--- src/rtl/axh_defs.vh ---
`ifndef AXH_DEFS_VH
`define AXH_DEFS_VH
// Register byte offsets
`define AXH_ADDR_CTRL        8'h00
`define AXH_ADDR_ZERO_OFFSET 8'h04
`define AXH_ADDR_SPEED_FAST  8'h08
`define AXH_ADDR_SPEED_SLOW  8'h0C
`define AXH_ADDR_STATUS      8'h10
`define AXH_ADDR_IRQ_STATUS  8'h14
`define AXH_ADDR_IRQ_MASK    8'h18
// Control register fields
`define AXH_CTRL_COND_LSB    0
`define AXH_CTRL_COND_MSB    1
`define AXH_CTRL_INF_BIT     2
`define AXH_CTRL_TYPE_LSB    8
`define AXH_CTRL_TYPE_MSB    15
`define AXH_CTRL_START_BIT   16
`define AXH_CTRL_DCLR_BIT    17
// Start conditions
`define AXH_COND_OFF         2'h0
`define AXH_COND_AUTO        2'h1
`define AXH_COND_START_ON_FIRST_TABLE_SET        2'h2
// Homing types, two's complement byte
`define AXH_TYPE_M4          8'hFC
`define AXH_TYPE_M3          8'hFD
`define AXH_TYPE_M2          8'hFE
`define AXH_TYPE_M1          8'hFF
`define AXH_TYPE_ZERO        8'h00
`define AXH_TYPE_1           8'h01
`define AXH_TYPE_MIN         (-4)
`define AXH_TYPE_MAX         35
// Reset values
`define AXH_RST_TYPE         8'hFF
`define AXH_RST_SPEED        32'h0000_0014
// Interrupt bits
`define AXH_IRQ_DONE         0
`define AXH_IRQ_ERR          1
`define AXH_IRQ_REREF        2
`endif

--- src/rtl/axh_homing_sequencer.v ---
// Added by the designer: the register addresses and the AHB-Lite register port.
`timescale 1ns/1ps
`default_nettype none
`include "axh_defs.vh"
// What this block does
// - Condition 0: start on every request
// - Condition 1: reference once at first control start
// - Condition 2: reference once at first set selection
// - Reference events from negative limit, cam, zero pulse
// - Type -1: position becomes zero offset
// - Type -2: no run, position untouched
// - Type -3: type 20 run, then continuous
// - Type -4: type 22 run, then continuous
// - Types -3/-4 need infinite travel on
// - Continuous: cam rising edge loads zero offset
// - Continuous load also corrects remaining travel
// - Type 1: seek negative limit, reverse on edge
// - Type 1: zero at first pulse after fall
// - Quick speed until first event, then slow
// - Types -4 to 35 accepted, default -1
module axh_homing_sequencer (
  input  wire        sys_clk_i,
  input  wire        srst_i,
  input  wire        hsel_i,
  input  wire [7:0]  haddr_i,
  input  wire [1:0]  htrans_i,
  input  wire        hwrite_i,
  input  wire [2:0]  hsize_i,
  input  wire [31:0] hwdata_i,
  input  wire        hready_i,
  output reg  [31:0] hrdata_o,
  output reg         hreadyout_o,
  output reg         hresp_o,
  input  wire        lim_neg_i,
  input  wire        lim_pos_i,
  input  wire        ref_cam_i,
  input  wire        zero_pulse_i,
  input  wire        field_bus_homing_i,
  input  wire        terminal_homing_request_i,
  input  wire        plc_start_i,
  input  wire        loop_control_start_i,
  input  wire        table_set_select_i,
  input  wire [31:0] pos_actual_i,
  output reg         move_en_o,
  output reg         move_dir_o,
  output reg  [31:0] speed_o,
  output reg         pos_set_o,
  output reg  [31:0] pos_set_value_o,
  output reg         remain_corr_o,
  output reg  [31:0] remain_corr_delta_o,
  output reg         irq_o
);
  localparam [2:0] ST_IDLE  = 3'h0;
  localparam [2:0] ST_SEEK  = 3'h1;
  localparam [2:0] ST_BACK  = 3'h2;
  localparam [2:0] ST_ZERO  = 3'h3;
  localparam [2:0] ST_CAMIN = 3'h4;
  localparam [2:0] ST_CAMOUT = 3'h5;
  localparam [2:0] ST_CAMRE = 3'h6;
  reg [1:0]  start_cond;
  reg        inf_travel;
  reg [7:0]  type_sel;
  reg [31:0] zero_offset;
  reg [31:0] speed_fast;
  reg [31:0] speed_slow;
  reg [2:0]  irq_stat;
  reg [2:0]  irq_mask;
  reg        done;
  reg        cfg_err;
  reg        cont_active;
  reg [2:0]  state;
  reg        cam_dir;
  reg        sw_start;
  reg        ph_wr;
  reg [7:0]  ph_addr;
  reg        lim_neg_q, cam_q, fb_q, term_q, plc_q, loop_q, tbl_q;
  reg [2:0]  ev;
  reg [31:0] next_rdata;
  wire       acc_ok = hsel_i && htrans_i[1] && hready_i;
  wire       wr_ctrl = ph_wr && (ph_addr == `AXH_ADDR_CTRL);
  wire       lim_neg_rise = lim_neg_i && !lim_neg_q;
  wire       lim_neg_fall = !lim_neg_i && lim_neg_q;
  wire       cam_rise = ref_cam_i && !cam_q;
  wire       cam_fall = !ref_cam_i && cam_q;
  wire       manual_req = (field_bus_homing_i && !fb_q) || (terminal_homing_request_i && !term_q) ||
                          (plc_start_i && !plc_q);
  wire       loop_rise = loop_control_start_i && !loop_q;
  wire       tbl_rise = table_set_select_i && !tbl_q;
  reg        start_req;
  // Signed range test on a homing type byte
  function type_ok;
    input [7:0] t;
    begin
      type_ok = ($signed(t) >= `AXH_TYPE_MIN) && ($signed(t) <= `AXH_TYPE_MAX);
    end
  endfunction
  // Types the sequencer can actually run; the rest report an error
  function type_runnable;
    input [7:0] t;
    input       inf;
    begin
      case (t)
        `AXH_TYPE_M1, `AXH_TYPE_M2, `AXH_TYPE_1: type_runnable = 1'b1;
        `AXH_TYPE_M3, `AXH_TYPE_M4:             type_runnable = inf;
        default:                                 type_runnable = 1'b0;
      endcase
    end
  endfunction
  // Start selection by condition
  always @* begin
    start_req = sw_start;
    case (start_cond)
      `AXH_COND_OFF:  start_req = start_req || manual_req;
      `AXH_COND_AUTO: start_req = start_req || (loop_rise && !done);
      `AXH_COND_START_ON_FIRST_TABLE_SET: start_req = start_req || (tbl_rise && !done);
      default:        start_req = sw_start;
    endcase
  end
  // Edge history of the negative limit, cam and start request inputs
  always @(posedge sys_clk_i) begin
    if (srst_i) begin
      lim_neg_q <= 1'b0;
      cam_q     <= 1'b0;
      fb_q      <= 1'b0;
      term_q    <= 1'b0;
      plc_q     <= 1'b0;
      loop_q    <= 1'b0;
      tbl_q     <= 1'b0;
    end else begin
      lim_neg_q <= lim_neg_i;
      cam_q     <= ref_cam_i;
      fb_q      <= field_bus_homing_i;
      term_q    <= terminal_homing_request_i;
      plc_q     <= plc_start_i;
      loop_q    <= loop_control_start_i;
      tbl_q     <= table_set_select_i;
    end
  end
  // Read mux, registered so data stands in the data phase with no wait
  always @* begin
    next_rdata = 32'h0000_0000;
    case (haddr_i)
      `AXH_ADDR_CTRL: begin
        next_rdata[`AXH_CTRL_COND_MSB:`AXH_CTRL_COND_LSB] = start_cond;
        next_rdata[`AXH_CTRL_INF_BIT] = inf_travel;
        next_rdata[`AXH_CTRL_TYPE_MSB:`AXH_CTRL_TYPE_LSB] = type_sel;
      end
      `AXH_ADDR_ZERO_OFFSET: next_rdata = zero_offset;
      `AXH_ADDR_SPEED_FAST:  next_rdata = speed_fast;
      `AXH_ADDR_SPEED_SLOW:  next_rdata = speed_slow;
      `AXH_ADDR_STATUS:      next_rdata = {24'h00_0000, lim_pos_i, state, cont_active, cfg_err,
                                           (state != ST_IDLE), done};
      `AXH_ADDR_IRQ_STATUS:  next_rdata = {29'h0000_0000, irq_stat};
      `AXH_ADDR_IRQ_MASK:    next_rdata = {29'h0000_0000, irq_mask};
      default:               next_rdata = 32'h0000_0000;
    endcase
  end

  // Bus slave: address phase capture, write in data phase
  always @(posedge sys_clk_i) begin
    if (srst_i) begin
      hrdata_o    <= 32'h0000_0000;
      hreadyout_o <= 1'b0;
      hresp_o     <= 1'b0;
      ph_wr       <= 1'b0;
      ph_addr     <= 8'h00;
      start_cond  <= `AXH_COND_OFF;
      inf_travel  <= 1'b0;
      type_sel    <= `AXH_RST_TYPE;
      zero_offset <= 32'h0000_0000;
      speed_fast  <= `AXH_RST_SPEED;
      speed_slow  <= `AXH_RST_SPEED;
      irq_mask    <= 3'h0;
      sw_start    <= 1'b0;
    end else begin
      hreadyout_o <= 1'b1;
      hresp_o     <= 1'b0;
      ph_wr       <= acc_ok && hwrite_i;
      ph_addr     <= haddr_i;
      sw_start    <= 1'b0;
      if (acc_ok && !hwrite_i) begin
        hrdata_o <= next_rdata;
      end
      if (wr_ctrl) begin
        start_cond <= hwdata_i[`AXH_CTRL_COND_MSB:`AXH_CTRL_COND_LSB];
        inf_travel <= hwdata_i[`AXH_CTRL_INF_BIT];
        // Out-of-range types are dropped, the old type stays
        if (type_ok(hwdata_i[`AXH_CTRL_TYPE_MSB:`AXH_CTRL_TYPE_LSB])) begin
          type_sel <= hwdata_i[`AXH_CTRL_TYPE_MSB:`AXH_CTRL_TYPE_LSB];
        end
        sw_start <= hwdata_i[`AXH_CTRL_START_BIT];
      end
      if (ph_wr && ph_addr == `AXH_ADDR_ZERO_OFFSET) zero_offset <= hwdata_i;
      if (ph_wr && ph_addr == `AXH_ADDR_SPEED_FAST) speed_fast <= hwdata_i;
      if (ph_wr && ph_addr == `AXH_ADDR_SPEED_SLOW) speed_slow <= hwdata_i;
      if (ph_wr && ph_addr == `AXH_ADDR_IRQ_MASK) irq_mask <= hwdata_i[2:0];
    end
  end

  // Sequencer: a run may only start from idle, later requests are ignored
  always @(posedge sys_clk_i) begin
    if (srst_i) begin
      state           <= ST_IDLE;
      cam_dir         <= 1'b1;
      done            <= 1'b0;
      cfg_err         <= 1'b0;
      cont_active     <= 1'b0;
      move_en_o       <= 1'b0;
      move_dir_o      <= 1'b0;
      speed_o         <= 32'h0000_0000;
      pos_set_o       <= 1'b0;
      pos_set_value_o <= 32'h0000_0000;
      remain_corr_o   <= 1'b0;
      remain_corr_delta_o <= 32'h0000_0000;
      ev              <= 3'h0;
    end else begin
      pos_set_o     <= 1'b0;
      remain_corr_o <= 1'b0;
      ev            <= 3'h0;
      if (wr_ctrl && hwdata_i[`AXH_CTRL_DCLR_BIT]) done <= 1'b0;
      case (state)
        ST_IDLE: begin
          move_en_o <= 1'b0;
          // Correction only once a continuous run has completed
          if (cont_active && cam_rise) begin
            pos_set_o           <= 1'b1;
            pos_set_value_o     <= zero_offset;
            remain_corr_o       <= 1'b1;
            remain_corr_delta_o <= zero_offset - pos_actual_i;
            ev[`AXH_IRQ_REREF]  <= 1'b1;
          end
          if (start_req) begin
            cont_active <= 1'b0;
            if (!type_runnable(type_sel, inf_travel)) begin
              cfg_err           <= 1'b1;
              ev[`AXH_IRQ_ERR]  <= 1'b1;
            end else begin
              cfg_err <= 1'b0;
              case (type_sel)
                `AXH_TYPE_M1: begin
                  pos_set_o         <= 1'b1;
                  pos_set_value_o   <= 32'h0000_0000 + zero_offset;
                  done              <= 1'b1;
                  ev[`AXH_IRQ_DONE] <= 1'b1;
                end
                `AXH_TYPE_M2: begin
                  done              <= 1'b1;
                  ev[`AXH_IRQ_DONE] <= 1'b1;
                end
                `AXH_TYPE_1: begin
                  state      <= lim_neg_i ? ST_BACK : ST_SEEK;
                  move_en_o  <= 1'b1;
                  move_dir_o <= lim_neg_i;
                  speed_o    <= lim_neg_i ? speed_slow : speed_fast;
                end
                default: begin
                  // Type 20 seeks the cam forward, type 22 backward
                  cam_dir    <= (type_sel == `AXH_TYPE_M3);
                  state      <= ST_CAMIN;
                  move_en_o  <= 1'b1;
                  move_dir_o <= (type_sel == `AXH_TYPE_M3);
                  speed_o    <= speed_fast;
                end
              endcase
            end
          end
        end
        ST_SEEK: begin
          if (lim_neg_rise) begin
            state      <= ST_BACK;
            move_dir_o <= 1'b1;
            speed_o    <= speed_slow;
          end
        end
        ST_BACK: begin
          if (lim_neg_fall) state <= ST_ZERO;
        end
        ST_ZERO: begin
          if (zero_pulse_i) begin
            state             <= ST_IDLE;
            move_en_o         <= 1'b0;
            pos_set_o         <= 1'b1;
            pos_set_value_o   <= zero_offset;
            done              <= 1'b1;
            ev[`AXH_IRQ_DONE] <= 1'b1;
          end
        end
        ST_CAMIN: begin
          if (ref_cam_i) begin
            state      <= ST_CAMOUT;
            move_dir_o <= !cam_dir;
            speed_o    <= speed_slow;
          end
        end
        ST_CAMOUT: begin
          if (cam_fall) begin
            state      <= ST_CAMRE;
            move_dir_o <= cam_dir;
          end
        end
        ST_CAMRE: begin
          // Zero point is the slow rising edge of the cam
          if (cam_rise) begin
            state             <= ST_IDLE;
            move_en_o         <= 1'b0;
            pos_set_o         <= 1'b1;
            pos_set_value_o   <= zero_offset;
            done              <= 1'b1;
            cont_active       <= 1'b1;
            ev[`AXH_IRQ_DONE] <= 1'b1;
          end
        end
        default: begin
          state     <= ST_IDLE;
          move_en_o <= 1'b0;
        end
      endcase
    end
  end

  // Sticky interrupt flags; a new event beats a same-cycle clear
  always @(posedge sys_clk_i) begin
    if (srst_i) begin
      irq_stat <= 3'h0;
      irq_o    <= 1'b0;
    end else begin
      if (ph_wr && ph_addr == `AXH_ADDR_IRQ_STATUS) begin
        irq_stat <= (irq_stat & ~hwdata_i[2:0]) | ev;
      end else begin
        irq_stat <= irq_stat | ev;
      end
      irq_o <= |(irq_stat & irq_mask);
    end
  end
endmodule
`default_nettype wire

--- config.mk ---
export PLATFORM = sky130hd
export DESIGN_NAME = axh_homing_sequencer
export DESIGN_NICKNAME = d
export VERILOG_FILES = /design/src/rtl/axh_homing_sequencer.v
export VERILOG_INCLUDE_DIRS = /design/src /design/src/rtl
export SDC_FILE = /design/constraint.sdc
export NUM_CORES = 1
export LEC_CHECK = 0
export BUFFER_PORTS_ARGS = -buffer_cell sky130_fd_sc_hd__buf_2
export CAP_MARGIN = 20
export CORE_MARGIN = 10
export CORE_UTILIZATION = 51
export CTS_CLUSTER_SIZE = 20
export DETAILED_ROUTE_END_ITERATION = 8
export PLACE_DENSITY = 0.78
export SLEW_MARGIN = 20
export SYNTH_ARGS = -nofsm -noshare
export SYNTH_HDL_FRONTEND = slang
export SYNTH_SLANG_ARGS = --single-unit
--- constraint.sdc ---
create_clock -name sys_clk_i -period 3.1 [get_ports sys_clk_i]
set_clock_uncertainty 0.15 [all_clocks]
set_input_delay 0.62 -clock sys_clk_i [delete_from_list [all_inputs] [get_ports sys_clk_i]]
set_output_delay 0.62 -clock sys_clk_i [all_outputs]
set_load 0.02 [all_outputs]
==> reports/qor.yml <==
global_route:
  antenna_found_initial: 8
  grt_pass1_wl_mm: 63.2
  grt_start_max_net_pins: 98
  grt_use_total: 0.246
  first_global_vias: 11700
  overflow: 0
worst_setup_path:
  crit_family: "compound AO/OA/AOI/OAI gates"
  path_buf_inv: 3
  critical-path-slowest-cell: "fa_1"
  path_max_fanout: 3
  reg2regPathDepth: 13
  slowest_delay_ns: 0.41
  endpoint_kind: "flop"
  crit_top_cell: "o21ai_1"
  cp.arrival_ns: 3.22
  critPathLaunchType: "flop"
  crit_required_ns: 3.38
  worst-path-stages: 13
  critical_path_class: "reg2reg"
  path_cells: "inv_1, ha_1, inv_1, fa_1, a211oi_2, o21bai_1, buf_4, o21ai_1, o21ai_1, a311o_1, o21ai_1, xor2_1, o21ai_1"
floorplanning:
  fp.dieArea_um2: 31800
  fp.coreArea_um2: 24500
  ios: 226
  fp-row-count: 57
  fp.dieW_um: 178
  start_util: 0.522
  die_h_um: 178
job:
  max_cap_viol_count: 0
logic_synthesis:
  syn_nets: 1669
  synth.most_common_cell: "nand2_1"
  synthTopCellsByArea: "dfxtp_1, nand2_1, a21oi_1, mux2i_1, nor2_1"
  yosys_warnings: 0
  syn_inst: 1544
  synth_edf_count: 0
  ys.flop_type: "dfxtp_1"
  yosys_register_bits: 273
  synth_top_area_frac: 0.428
  synth_area_per_cell_um2: 8.27
  syn_area_um2: 12800
  seq_area_frac_synth: 0.428
  synthTopCellsByCount: "nand2_1, dfxtp_1, a21oi_1"
  ys_async_sr_fraction: 0
  synth_top_area_cell: "dfxtp_1"
  synth_cell_types: 75
pwr:
  p_leak_nw: 6.96
  power_density_nw_per_um2: 480
  power_mw: 7.44
  ir_drop_v: 0.000352
cells_and_area:
  nets: 1896
  n_fill_cell: 2124
  area_growth_pct: 21.4
  drive_gt1_frac: 0.220
  multi_input_area_um2: 6710
  regArea_um2: 5470
routing:
  via_per_inst: 5.68
  drtPass1Iterations: 5
  postRouteAntennaNets: 0
  wl_per_cell_um: 19.1
  finalWirelength_mm: 40.5
  num_vias: 12000
  drt_iter0_drc: 1094
  drc: 0
sta:
  final.setup.tns_ns: 0
  relSlewSlack: 0.497
  tightest_slew_ns: 0.754
  setup_violations: 0
  slew_viol_final: 0
  min_period_ns: 2.94
  finalHoldViolCount: 0
  finalWorstSetupSlack_ns: 0.163
  fmax_ghz: 0.340
  timing.final.crit_share: 0.948
run_status:
  status: "finished clean"
cts:
  clk_pin_slew_ns: 0.07
  cts_root_buf: "clkbuf_16"
  clk_path_buf_depth: 3
  clk_latency_ns: 0.56
  cts.sinks: 273
  cts_tree: "done"
  cts_made_buffers: 29
  htree_levels: 1
place:
  hpwl_mm: 29.6
  place.gp.congestion: 0.917
  dp_slack_ns: -0.226
  port_buffers: 220
worst_hold_path:
  whs_path_depth: 2
  hp-class: "in2reg"
## path summary, 6_finish.rpt
check                            endpoint                  from  slack, ns
setup / recovery  remain_corr_delta_o[28]        zero_offset[0]       0.16
hold / removal                     loop_q  loop_control_start_i       0.14
setup reg to reg  remain_corr_delta_o[28]        zero_offset[0]       0.16
hold reg to reg               irq_stat[0]                 ev[0]       0.29
## final cells by class
type | instances | share of cell area
Antenna cell | 2 | 0.000323
Clock buffer | 37 | 0.0494
Clock inverter | 17 | 0.0120
Inverter | 47 | 0.0117
Multi-Input combinational cell | 1120 | 0.433
Sequential cell | 273 | 0.353
Tap cell | 324 | 0.0262
Timing Repair Buffer | 300 | 0.115
## power breakdown
part	leakage (nW)	internal, mW	switching (mW)
sequential	2.20	3.52	0.0125
clock	0.465	2.01	1.46
combinational	4.29	0.166	0.261
total	6.96	5.70	1.74
## layout by cell type (no fill, tap or decap), types with 8 or more instances in the layout
cell type	netlist	routed
a22o_1	8	8
a211oi_1	41	40
nor2b_1	26	26
nor2_1	156	156
xnor2_1	10	10
clkinv_2	0	9
mux2i_1	80	80
xor2_1	14	14
o21ai_0	28	28
mux4_2	9	9
clkbuf_16	0	29
nor3_1	8	8
and3_1	12	12
buf_4	7	74
a31oi_1	11	11
o21ai_1	12	12
a22oi_1	25	25
buf_2	17	219
mux2_2	19	19
a21oi_1	188	188
nand3_1	40	40
inv_1	43	43
nand2_1	290	290
dfxtp_1	273	273
ha_1	33	33
a21o_1	13	13
## metal layers
metal / track usage / wire length (um)
met3: 0.0452 / 2700
met4: 0.101 / 1710
met5: 0 / 62
met2: 0.433 / 20000
met1: 0.290 / 16000
## state kept, by name, indices dropped and copies added, names as in the netlist, 2 cells and up
| register | flops |
|---|---|
| state | 3 |
| ev | 3 |
| pos_set_value_o | 32 |
| type_sel | 8 |
| zero_offset | 32 |
| ph_addr | 8 |
| hrdata_o | 32 |
| irq_stat | 3 |
| irq_mask | 3 |
| speed_o | 32 |
| speed_fast | 32 |
| start_cond | 2 |
| speed_slow | 32 |
| remain_corr_delta_o | 32 |
## repair_timing
action	in CTS	in global routing
resized for setup	0	3
buffers inserted	0	0
hold buffers	0	0
endpoints found under the setup margin	0	3
## cells by family (layout without fill, tap and decap cells)
logic type | after synthesis | count (layout) | synth area share
AO/OA/AOI/OAI | 369 | 369 | 0.176
buffers and inverters | 151 | 401 | 0.0491
multiplexers | 108 | 108 | 0.0953
other | 1 | 3 | 0.000294
flip-flops | 273 | 273 | 0.428
adder cells (fa/ha/maj) | 34 | 34 | 0.0339
AND/OR/NAND/NOR | 584 | 584 | 0.201
XOR/XNOR | 24 | 24 | 0.0165
## per-stage QoR
stage | utilization | hold slack, ns | instance area [um2] | cells
2_1_floorplan | - | 0.263 | 12800 | 1544
3_3_place_gp | 0.594 | 0.266 | 14500 | 2064
3_5_place_dp | 0.594 | 0.279 | 14500 | 2064
4_1_cts | 0.633 | 0.117 | 15500 | 2118
5_1_grt | 0.634 | 0.134 | 15500 | 2119
6_report | 0.634 | 0.136 | 15500 | 2120
## worst reg2reg max path: stages (launching register included)
cell and delay [ns]:
dfxtp_1 0.31, inv_1 0.08, ha_1 0.16, inv_1 0.05
fa_1 0.41, a211oi_2 0.23, o21bai_1 0.14, buf_4 0.15
o21ai_1 0.19, o21ai_1 0.19, a311o_1 0.35, o21ai_1 0.17
xor2_1 0.16, o21ai_1 0.07
Power figures use the tool's default switching activity.
